`src/psam_pkg.sv`:
```
// Purpose: shared constants for the pipelined shift-add multiplier
// Assumes: unsigned operands, low half of the product kept
// Notes:   widths and depth are defaults of the top module parameters
package psam_pkg;
    localparam int OPERAND_W = 8;
    localparam int STAGES    = 8;
    localparam int LATENCY   = 8;
endpackage

```
`src/psam_multiplier.sv`:
```
// Purpose: pipelined long multiplier, one operand pair in and one result out per cycle
// Assumes: single clock CLK_I at 40 MHz, operands valid every cycle
// Notes:   result is the low bits of the product, eight cycles after entry
// How it works
// RULE1: two unsigned 8-bit operands are multiplied by shift and add, keeping the low 8 bits.
// RULE2: the source offers a pair every cycle and stage one takes it every cycle with no stall.
// RULE3: a pair's result is at the output exactly 8 cycles after it entered stage one.
// RULE4: with the pipe full, a finished product leaves on every cycle.
// RULE5: partial sums move one stage per clock edge, all stages together.
// RULE6: a stage adds its shifted multiplicand only when the multiplier's current low bit is one.
// RULE7: stages shift the multiplier right and the multiplicand left; stage one seeds the sum.
`timescale 1ns/1ps
module psam_multiplier #(
    parameter int W = psam_pkg::OPERAND_W,
    parameter int N = psam_pkg::STAGES
) (
    input  wire logic         CLK_I,
    input  wire logic         RST_I,
    input  wire logic [W-1:0] MULTIPLIER_I,
    input  wire logic [W-1:0] MULTIPLICAND_I,
    output logic      [W-1:0] PRODUCT_O,
    output logic              PRODUCT_VALID_O
);
    // stage k holds sum of first k+1 terms; mplier_reg already shifted for the next stage
    logic [W-1:0] sum_reg    [N];
    logic [W-1:0] mplier_reg [N];
    logic [W-1:0] mcand_reg  [N];
    logic [N-1:0] valid_reg;
    logic [W-1:0] sum_next   [N];
    logic [W-1:0] mplier_in_sh;
    logic [W-1:0] mcand_in_sh;

    function automatic logic [W-1:0] add_term(input logic [W-1:0] s, input logic [W-1:0] a,
                                              input logic [W-1:0] b);
        add_term = a[0] ? W'(s + b) : s; // [RULE6]
    endfunction

    // one bit per stage; bits pushed out of the top are what keep the result to W bits
    function automatic logic [W-1:0] shr1(input logic [W-1:0] v);
        shr1 = v >> 1;
    endfunction

    function automatic logic [W-1:0] shl1(input logic [W-1:0] v);
        shl1 = v << 1;
    endfunction

    // stage one: sum is multiplicand or zero [RULE7]
    assign sum_next[0] = add_term('0, MULTIPLIER_I, MULTIPLICAND_I);
    assign mplier_in_sh = shr1(MULTIPLIER_I);   // [RULE7]
    assign mcand_in_sh  = shl1(MULTIPLICAND_I); // [RULE7]
    for (genvar k = 1; k < N; k++) begin : g_stage
        assign sum_next[k] = add_term(sum_reg[k-1], mplier_reg[k-1], mcand_reg[k-1]); // [RULE1]
    end

    // every stage registers together, no enable: no stall possible [RULE2] [RULE5]
    always_ff @(posedge CLK_I or posedge RST_I) begin
        if (RST_I) begin
            for (int k = 0; k < N; k++) begin
                sum_reg[k] <= '0;
            end
        end else begin
            for (int k = 0; k < N; k++) begin
                sum_reg[k] <= sum_next[k];
            end
        end
    end

    always_ff @(posedge CLK_I or posedge RST_I) begin
        if (RST_I) begin
            for (int k = 0; k < N; k++) begin
                mplier_reg[k] <= '0;
            end
        end else begin
            mplier_reg[0] <= mplier_in_sh; // [RULE7]
            for (int k = 1; k < N; k++) begin
                mplier_reg[k] <= shr1(mplier_reg[k-1]);
            end
        end
    end

    always_ff @(posedge CLK_I or posedge RST_I) begin
        if (RST_I) begin
            for (int k = 0; k < N; k++) begin
                mcand_reg[k] <= '0;
            end
        end else begin
            mcand_reg[0] <= mcand_in_sh; // [RULE7]
            for (int k = 1; k < N; k++) begin
                mcand_reg[k] <= shl1(mcand_reg[k-1]);
            end
        end
    end

    // thermometer of filled stages; no flush control, so valid only drops on reset
    always_ff @(posedge CLK_I or posedge RST_I) begin
        if (RST_I) begin
            valid_reg <= '0;
        end else begin
            valid_reg <= {valid_reg[N-2:0], 1'b1}; // [RULE4]
        end
    end

    // last stage drives output directly from its flip-flop [RULE3]
    assign PRODUCT_O       = sum_reg[N-1];
    assign PRODUCT_VALID_O = valid_reg[N-1];

    // reference model: pair captured on entry, product checked at exit
    // kept apart from the stage registers so a shift fault there cannot hide
    logic [W-1:0] a_d [psam_pkg::LATENCY];
    logic [W-1:0] b_d [psam_pkg::LATENCY];
    always_ff @(posedge CLK_I) begin
        a_d[0] <= MULTIPLIER_I;
        b_d[0] <= MULTIPLICAND_I;
        for (int k = 1; k < psam_pkg::LATENCY; k++) begin
            a_d[k] <= a_d[k-1];
            b_d[k] <= b_d[k-1];
        end
    end

    // edges since reset, saturating; counted apart from valid_reg on purpose
    localparam int FILL_W = $clog2(psam_pkg::LATENCY + 1);
    logic [FILL_W-1:0] fill_cnt_reg;
    always_ff @(posedge CLK_I or posedge RST_I) begin
        if (RST_I) begin
            fill_cnt_reg <= '0;
        end else if (fill_cnt_reg != FILL_W'(psam_pkg::LATENCY)) begin
            fill_cnt_reg <= fill_cnt_reg + FILL_W'(1);
        end
    end

    property p_product_low_bits;
        @(posedge CLK_I) disable iff (RST_I)
        PRODUCT_VALID_O |-> PRODUCT_O == W'(a_d[psam_pkg::LATENCY-1] * b_d[psam_pkg::LATENCY-1]);
    endproperty
    a_product_low_bits: assert property (p_product_low_bits) // [RULE1]
        else $error("product differs from low bits of operand product");

    property p_latency;
        @(posedge CLK_I) disable iff (RST_I)
        PRODUCT_VALID_O |-> PRODUCT_O == W'($past(MULTIPLIER_I, psam_pkg::LATENCY)
                                            * $past(MULTIPLICAND_I, psam_pkg::LATENCY));
    endproperty
    a_latency: assert property (p_latency) // [RULE3]
        else $error("result not at output eight cycles after entry");

    property p_throughput;
        @(posedge CLK_I) disable iff (RST_I)
        PRODUCT_VALID_O |=> PRODUCT_VALID_O [*8];
    endproperty
    a_throughput: assert property (p_throughput) // [RULE4]
        else $error("output valid dropped once pipeline was full");

    property p_valid_at_fill;
        @(posedge CLK_I) disable iff (RST_I)
        PRODUCT_VALID_O == (fill_cnt_reg == FILL_W'(psam_pkg::LATENCY));
    endproperty
    a_valid_at_fill: assert property (p_valid_at_fill) // [RULE3]
        else $error("output valid not exactly eight edges after reset");

    property p_fill;
        @(posedge CLK_I) disable iff (RST_I)
        $rose(valid_reg[0]) |-> ##7 $rose(PRODUCT_VALID_O);
    endproperty
    a_fill: assert property (p_fill) // [RULE5]
        else $error("pipeline fill not one stage per cycle");

    property p_accept;
        @(posedge CLK_I) disable iff (RST_I)
        valid_reg[0] |-> mplier_reg[0] == ($past(MULTIPLIER_I) >> 1)
                         && mcand_reg[0] == W'($past(MULTIPLICAND_I) << 1);
    endproperty
    a_accept: assert property (p_accept) // [RULE2]
        else $error("first stage did not take the offered pair");

    property p_first_sum;
        @(posedge CLK_I) disable iff (RST_I)
        valid_reg[0] |-> sum_reg[0] == ($past(MULTIPLIER_I[0]) ? $past(MULTIPLICAND_I) : '0);
    endproperty
    a_first_sum: assert property (p_first_sum) // [RULE7]
        else $error("first stage sum wrong");

    property p_skip_zero;
        @(posedge CLK_I) disable iff (RST_I)
        valid_reg[1] && !$past(mplier_reg[0][0]) |-> sum_reg[1] == $past(sum_reg[0]);
    endproperty
    a_skip_zero: assert property (p_skip_zero) // [RULE6]
        else $error("stage added although multiplier bit was zero");

    property p_add_one;
        @(posedge CLK_I) disable iff (RST_I)
        valid_reg[1] && $past(mplier_reg[0][0])
            |-> sum_reg[1] == W'($past(sum_reg[0]) + $past(mcand_reg[0]));
    endproperty
    a_add_one: assert property (p_add_one) // [RULE6]
        else $error("stage did not add although multiplier bit was one");

    property p_last_pass;
        @(posedge CLK_I) disable iff (RST_I)
        valid_reg[N-1] && !$past(mplier_reg[N-2][0]) |-> PRODUCT_O == $past(sum_reg[N-2]);
    endproperty
    a_last_pass: assert property (p_last_pass) // [RULE5]
        else $error("last stage did not take the sum of the stage before");

    property p_shift_pass;
        @(posedge CLK_I) disable iff (RST_I)
        valid_reg[1] |-> mplier_reg[1] == ($past(MULTIPLIER_I, 2) >> 2);
    endproperty
    a_shift_pass: assert property (p_shift_pass) // [RULE7]
        else $error("multiplier not shifted right per stage");

    property p_mcand_pass;
        @(posedge CLK_I) disable iff (RST_I)
        valid_reg[1] |-> mcand_reg[1] == W'($past(MULTIPLICAND_I, 2) << 2);
    endproperty
    a_mcand_pass: assert property (p_mcand_pass) // [RULE7]
        else $error("multiplicand not shifted left per stage");

    property p_mplier_out;
        @(posedge CLK_I) disable iff (RST_I)
        PRODUCT_VALID_O |-> mplier_reg[N-1] == ($past(MULTIPLIER_I, N) >> N);
    endproperty
    a_mplier_out: assert property (p_mplier_out) // [RULE7]
        else $error("multiplier not fully shifted out at last stage");
endmodule

```
`config.mk`:
```
export PLATFORM = sky130hd
export DESIGN_NAME = psam_multiplier
export DESIGN_NICKNAME = d
export VERILOG_FILES = /design/src/psam_pkg.sv /design/src/psam_multiplier.sv
export SDC_FILE = /design/constraint.sdc
export NUM_CORES = 1
export LEC_CHECK = 0
export BUFFER_PORTS_ARGS = -buffer_cell sky130_fd_sc_hd__buf_2
export CAP_MARGIN = 5
export CORE_ASPECT_RATIO = 0.75
export CORE_MARGIN = 2
export CORE_UTILIZATION = 53
export DETAILED_ROUTE_END_ITERATION = 6
export PLACE_DENSITY_LB_ADDON = 0.1
export SETUP_SLACK_MARGIN = 0.1
export SLEW_MARGIN = 15
export SYNTH_ARGS = -nofsm -noshare
export SYNTH_HDL_FRONTEND = slang
export SYNTH_SLANG_ARGS = --single-unit
```
`constraint.sdc`:
```
create_clock -name CLK_I -period 3.6 [get_ports CLK_I]
set_input_delay 0.36 -clock CLK_I [delete_from_list [all_inputs] [get_ports CLK_I]]
set_output_delay 0.36 -clock CLK_I [all_outputs]
set_load 0.01 [all_outputs]
```
After elaboration in Yosys (flattened, before gate mapping)
Index checks and enable logic that the tools add are counted.
{"block": "word_totals", "reg_bits": 128, "in_bits": 18, "output_inout_bits": 9}
{"block": "op_classes", "add_sub_neg": 7, "muxes": 8}
{"op": "8-bit 2-to-1 mux", "n": 8}
{"op": "8-bit adder", "n": 7}

Depth between registers and ports, before layout
Gate-level depths: netlist of run 1.
{"block": "logic_depth", "word_depth": 2, "mapped_depth": 7, "ltp_nobuf": 7}

Worst setup path after synthesis of run 1
No wires, ideal clock.
{"block": "synth_path", "path_kind": "reg-to-reg", "from": "reg sum_reg[57] (netlist bit)", "to": "reg sum_reg[55] (netlist bit)", "setup_ns": 0.090, "arrival_time_ns": 1.704, "required_ns": 3.510, "slack_ns": 1.806, "stages_incl_launch_ff": 7, "n_path_buf": 0, "path_cell_list": "dfrtp_1 > ha_1 > fa_1 > a211o_1 > a211o_1 > o21a_1 > o2111ai_1"}
{"item": "from (decl)", "line_no": "psam_multiplier.sv:25", "rtl": "logic [W-1:0] sum_reg [N];"}
{"item": "from (signal, indexed assignment)", "line_no": "psam_multiplier.sv:63", "rtl": "sum_reg[k] <= sum_next[k];"}

==> results.yml, run 1 <==
synth:
  synth_compound_area_share_pct: 6.84
  synth_top_family_by_area: "adder cells"
  syn_inst: 293
  yosys-top-cells-count: "dfrtp_1 (128), ha_1 (20), mux2_2 (16), inv_1 (14), a21oi_1 (11)"
  netlist.area_leader.share_pct: 70.3
  yosys.area.top_type: "dfrtp_1"
  muxShareOfSynthArea_pct: 4.18
  synthFlopType: "dfrtp_1"
  ys_ff_latch: 128
  synth.most_common_cell: "dfrtp_1"
  postSynthAreaPerCell_um2: 15.5
  synth_xor_area_share_pct: 2.69
  synthArstFlopShare_pct: 100
  syn_nets: 336
  synth_area_um2: 4550
  synth_warnings: 0
  synthSimpleGateAreaFrac_pct: 5.08
  seq_area_frac_synth_pct: 70.3
  synth_edf_count: 0
  synth_cell_types: 41
  synth_area_leaders: "dfrtp_1 (70%), ha_1 (5.5%), mux2_2 (4.0%)"
  synth_adder_area_share_pct: 7.69
clocking:
  cts-resized-gates: 0
  cts_tree: "done"
  clkTransAtPathRegs_ps: 60
  clockBufferDepth: 2
  hold_buffers: 0
  clk_latency_ps: 410
  clock-sinks: 128
  root_buffer: "clkbuf_16"
  h-tree-depth: 4
  numCtsBuffers: 17
  post_cts_buffers: 0
place:
  place_ws_ps: 1720
  portBuffers: 26
  placed_area_um2: 4750
  gp_congestion: 0.760
  dp_hpwl_um: 3710
worst_setup_path:
  path_class: "flop to flop"
  critPathLaunchType: "flop"
  crit_family: "compound AO/OA/AOI/OAI gates"
  slowest_delay_ps: 430
  worstPathArrival_ps: 2200
  crit_chain: "ha_1 > fa_1 > a211o_1 > a211o_1 > o21a_1 > o2111ai_1"
  worstPathRequired_ps: 3920
  crit_buf_inv: 0
  path_max_fanout: 3
  critPathCaptureType: "flop"
  path_common_cell: "a211o_1"
  critPathSlowestCell: "fa_1"
  cp-startpoint: "sum_reg[57]$_DFF_PP0_"
  crit-reg2reg-launch: "sum_reg[57]$_DFF_PP0_"
grt:
  grt_pass1_wl_um: 10900
  gr-usage-met2_pct: 25.2
  antenna_found_initial: 0
  grt_use_met1_pct: 17.2
  grt_overflow: 0
  met3_usage_pct: 8.01
  top_usage_layer: "met2"
  grt.total_usage_pct: 15.4
  grt_max_degree: 129
  grt_pass1_vias: 2411
finish:
  diodes: 0
  nNetsFinal: 370
  area_delta_synth_final_pct: 17.2
  largest_reg_flops: 56
  n_fill_cell: 618
  finalInstanceArea_um2: 5340
  final_layout_size_suffix_gt1_share_pct: 22.9
die:
  dieArea_um2: 9360
  rows: 29
  die_w_um: 111
  die_h_um: 84.3
  core_area_um2: 8420
  io_pins: 27
  initial_core_util_pct: 54.1
route:
  drc: 0
  ant_nets: 0
  drt_iter0_markers: 133
  wirelength_um: 6070
  vias_per_cell: 5.01
  wl_per_cell_um: 13.5
  vias: 2246
  first_pass_iters: 4
run:
  maxCapViolCount: 0
min_path:
  hp-class: "input pin to flop"
  min_from: "MULTIPLIER_I[2]"
timing:
  fmax_mhz: 532
  setup_ws_ps: 1720
  fin_crit_sh_pct: 52.2
  timing.slew.headroom_pct: 57.3
  hold_viol_final: 0
  maxSlewViolCount: 0
  skew_ps: 4.96
  worst_pin_slew_ps: 640
  final-setup-viol-count: 0
  rsz0062_at_grt: "no"
  setup_tns_ps: 0
  fin_crit_ps: 1880
pwr:
  cellLeakagePower_uw: 0.00250
  power_density_nw_per_um2: 710
  power_uw: 3790
  ir_drop_mv: 0.533
run_status:
  status: "finished, final reports clean"
## layout by cell type (no fill, tap or decap), drive strengths merged, types with 3 or more instances in the layout
master and n:
dfrtp 128, buf 27, ha 20, clkbuf 18
mux2 16, inv 13, a21oi 12, xnor2 10
nand2 9, and2 8, clkinvlp 7, a21o 6
clkinv 6, o21a 5, fa 5, xor2 4
a211o 4, nand3b 4, o2111ai 4, nor2 3
nand3 3
## power by group
group / switching (µW) / internal [µW]
Clock: 605 / 1030
Combinational: 209 / 221
Sequential: 86.4 / 1640
## area by class of cell
cell class	count	area, µm²	area share [%]
sequential	128	3200	60.0
clock buffer	18	439	8.23
multi-input combinational	139	1210	22.7
clock inverter	14	143	2.67
timing repair buffer	27	150	2.81
tap	108	135	2.53
inverter	14	56.3	1.06
## metal layers
layer	vias to the layer above	routed length, µm
li1	1061	-
met1	1132	2560
met3	12	299
met2	41	3100
met5	-	0
met4	0	111
## cells by family (layout without fill, tap and decap cells)
family          Yosys count  count (layout)
compound gates           43              43
xor+xnor                 14              14
fa+ha+maj                25              25
buf+inv                  26              73
flops                   128             128
mux                      17              17
other cells               1               1
simple gates             39              39
## worst register-to-register path, cell delays in order, from the launching register on
cell and delay, ps:
dfrtp_1 370, ha_1 220, fa_1 430, a211o_1 330, a211o_1 250, o21a_1 100, o2111ai_1 80
## stage by stage
stage	util (%)	std cells	hold WS, ps
2_1_floorplan	-	293	331
3_3_place_gp	56.5	416	331
3_5_place_dp	56.5	416	335
4_1_cts	63.4	448	39.0
5_1_grt	63.4	448	25.6
6_report	63.4	448	54.7
## final timing paths
kind                            slack, ps                       end  cells after the start
max in group asynchronous            3000   mcand_reg[54]$_DFF_PP0_                      3
min in group asynchronous             130    PRODUCT_O[3]$_DFF_PP0_                      3
worst max-delay path                 1720     sum_reg[55]$_DFF_PP0_                      6
worst min register to register        340     sum_reg[41]$_DFF_PP0_                      0
worst max register to register       1720     sum_reg[55]$_DFF_PP0_                      6
worst min-delay path                   50  mplier_reg[57]$_DFF_PP0_                      1
Note: power is estimated with default switching activity, not from simulation.
==> inputs of run 2 (changes only) <==
- clock period: 3.6 -> 1.64 ns (I/O delays scaled with it)
==> results.yml, run 2 (synthesis gave the netlist of run 1 again) <==
timing:
  skew_ps: 7.46
  timing.slew.headroom_pct: 58.9
  setup_ws_ps: -97.7
  fin_crit_ps: 1740
  fmax_mhz: 575
  maxSlewViolCount: 0
  final-setup-viol-count: 2
  fin_crit_sh_pct: 106
  hold_viol_final: 0
  rsz0062_at_grt: "yes"
  whs_ps: 60.0
  setup_tns_ps: -152
  worst_pin_slew_ps: 617
pwr:
  ir_drop_mv: 1.09
  cellLeakagePower_uw: 0.00261
  power_density_nw_per_um2: 1460
route:
  ant_nets: 0
  vias_per_cell: 4.87
  first_pass_iters: 4
  drt_iter0_markers: 115
  wl_per_cell_um: 13.5
  wirelength_um: 6370
  drc: 0
  vias: 2304
clocking:
  root_buffer: "clkbuf_16"
  clockBufferDepth: 2
  clkTransAtPathRegs_ps: 60
  clock-sinks: 128
  cts_tree: "done"
  h-tree-depth: 4
  numCtsBuffers: 17
  clk_latency_ps: 410
grt:
  grt_overflow: 0
  grt.total_usage_pct: 15.9
  grt_pass1_wl_um: 11100
  grt_pass1_vias: 2481
  antenna_found_initial: 0
  grt_max_degree: 129
place:
  gp_congestion: 0.769
  dp_hpwl_um: 3850
  portBuffers: 26
  placed_area_um2: 4780
  post-place-cells: 419
die:
  initial_core_util_pct: 54.1
  die_h_um: 84.3
  die_w_um: 111
  core_area_um2: 8420
  dieArea_um2: 9360
  io_pins: 27
  rows: 29
finish:
  final_layout_size_suffix_gt1_share_pct: 29.0
  diodes: 0
  final_common_cell: "dfrtp_1"
  fin_util_pct: 66.8
  final_cells: 473
  final_cell_mix: "dfrtp_1 (128), buf_2 (26), clkbuf_16 (17)"
  register_area_um2: 3200
  largest_reg_flops: 56
  area_delta_synth_final_pct: 23.6
  n_fill_cell: 589
  finalInstanceArea_um2: 5630
  multi_input_area_um2: 1300
  nNetsFinal: 396
run_status:
  status: "finished, violations left"
  violations: "setup timing"
worst_setup_path:
  critPathLaunchType: "flop"
  worstPathRequired_ps: 1960
  path_max_fanout: 3
  critPathCaptureType: "flop"
  path_class: "flop to flop"
  worstPathArrival_ps: 2060
run:
  maxCapViolCount: 0
min_path:
  hp-class: "input pin to flop"
## run 2: changes by cell type in the layout (fill, tap and decap cells not counted), sizes merged
cell,change
buf,+10
bufinv,-2
clkbuf,+4
clkinv,-2
clkinvlp,-1
dlygate4sd3,+16
## run 2: layer usage
metal	global-route usage (%)	up-vias	wire, µm
met3	6.71	6	307
met2	25.9	38	3310
li1	-	1113	-
met4	8.87	0	79
met5	0	-	0
met1	18.0	1147	2680
## run 2: final timing paths
| check | start | endpoint | slack, ps | cells past startpoint |
|---|---|---|---|---|
| worst max-delay path | sum_reg[57]$_DFF_PP0_ | sum_reg[55]$_DFF_PP0_ | -100 | 6 |
| worst min-delay path | MULTIPLIER_I[0] | sum_reg[60]$_DFF_PP0_ | 60 | 2 |
| worst max register to register | sum_reg[57]$_DFF_PP0_ | sum_reg[55]$_DFF_PP0_ | -100 | 6 |
| worst min register to register | sum_reg[12]$_DFF_PP0_ | PRODUCT_O[4]$_DFF_PP0_ | 340 | 0 |
| max in group asynchronous | RST_I | mcand_reg[55]$_DFF_PP0_ | 700 | 4 |
| min in group asynchronous | RST_I | sum_reg[13]$_DFF_PP0_ | 500 | 4 |
## run 2: timing repair
action	CTS	global route
pin swaps	9	10
gates resized for setup	14	11
setup buffers	6	1
hold endpoints to repair	150	0
setup endpoints to repair	8	12
hold buffers	16	0
## run 2: critical path, stage by stage (launching register included)
cell	delay (ps)
dfrtp_1	370
ha_2	190
fa_2	350
a211o_1	290
a211o_1	260
o21a_1	110
o2111ai_2	80
## run 2: final cells by class
type / count / area share (%)
clock buffers: 22 / 8.43
clock inverters: 9 / 1.09
inverters: 14 / 1.00
multi-input cells: 139 / 23.2
flip-flops and latches: 128 / 56.9
well taps: 108 / 2.40
repair buffers: 53 / 6.98
## run 2: through the flow
stage / power, µW / setup slack, ps
2_1_floorplan: 4610 / -105
3_3_place_gp: 4750 / -102
3_5_place_dp: 4800 / -139
4_1_cts: 8240 / -90.9
5_1_grt: 8620 / -183
6_report: 8200 / -97.7
## run 2: report_power, final
group / switching [µW] / internal (µW)
clock network: 1270 / 2030
logic: 507 / 590
registers: 192 / 3600
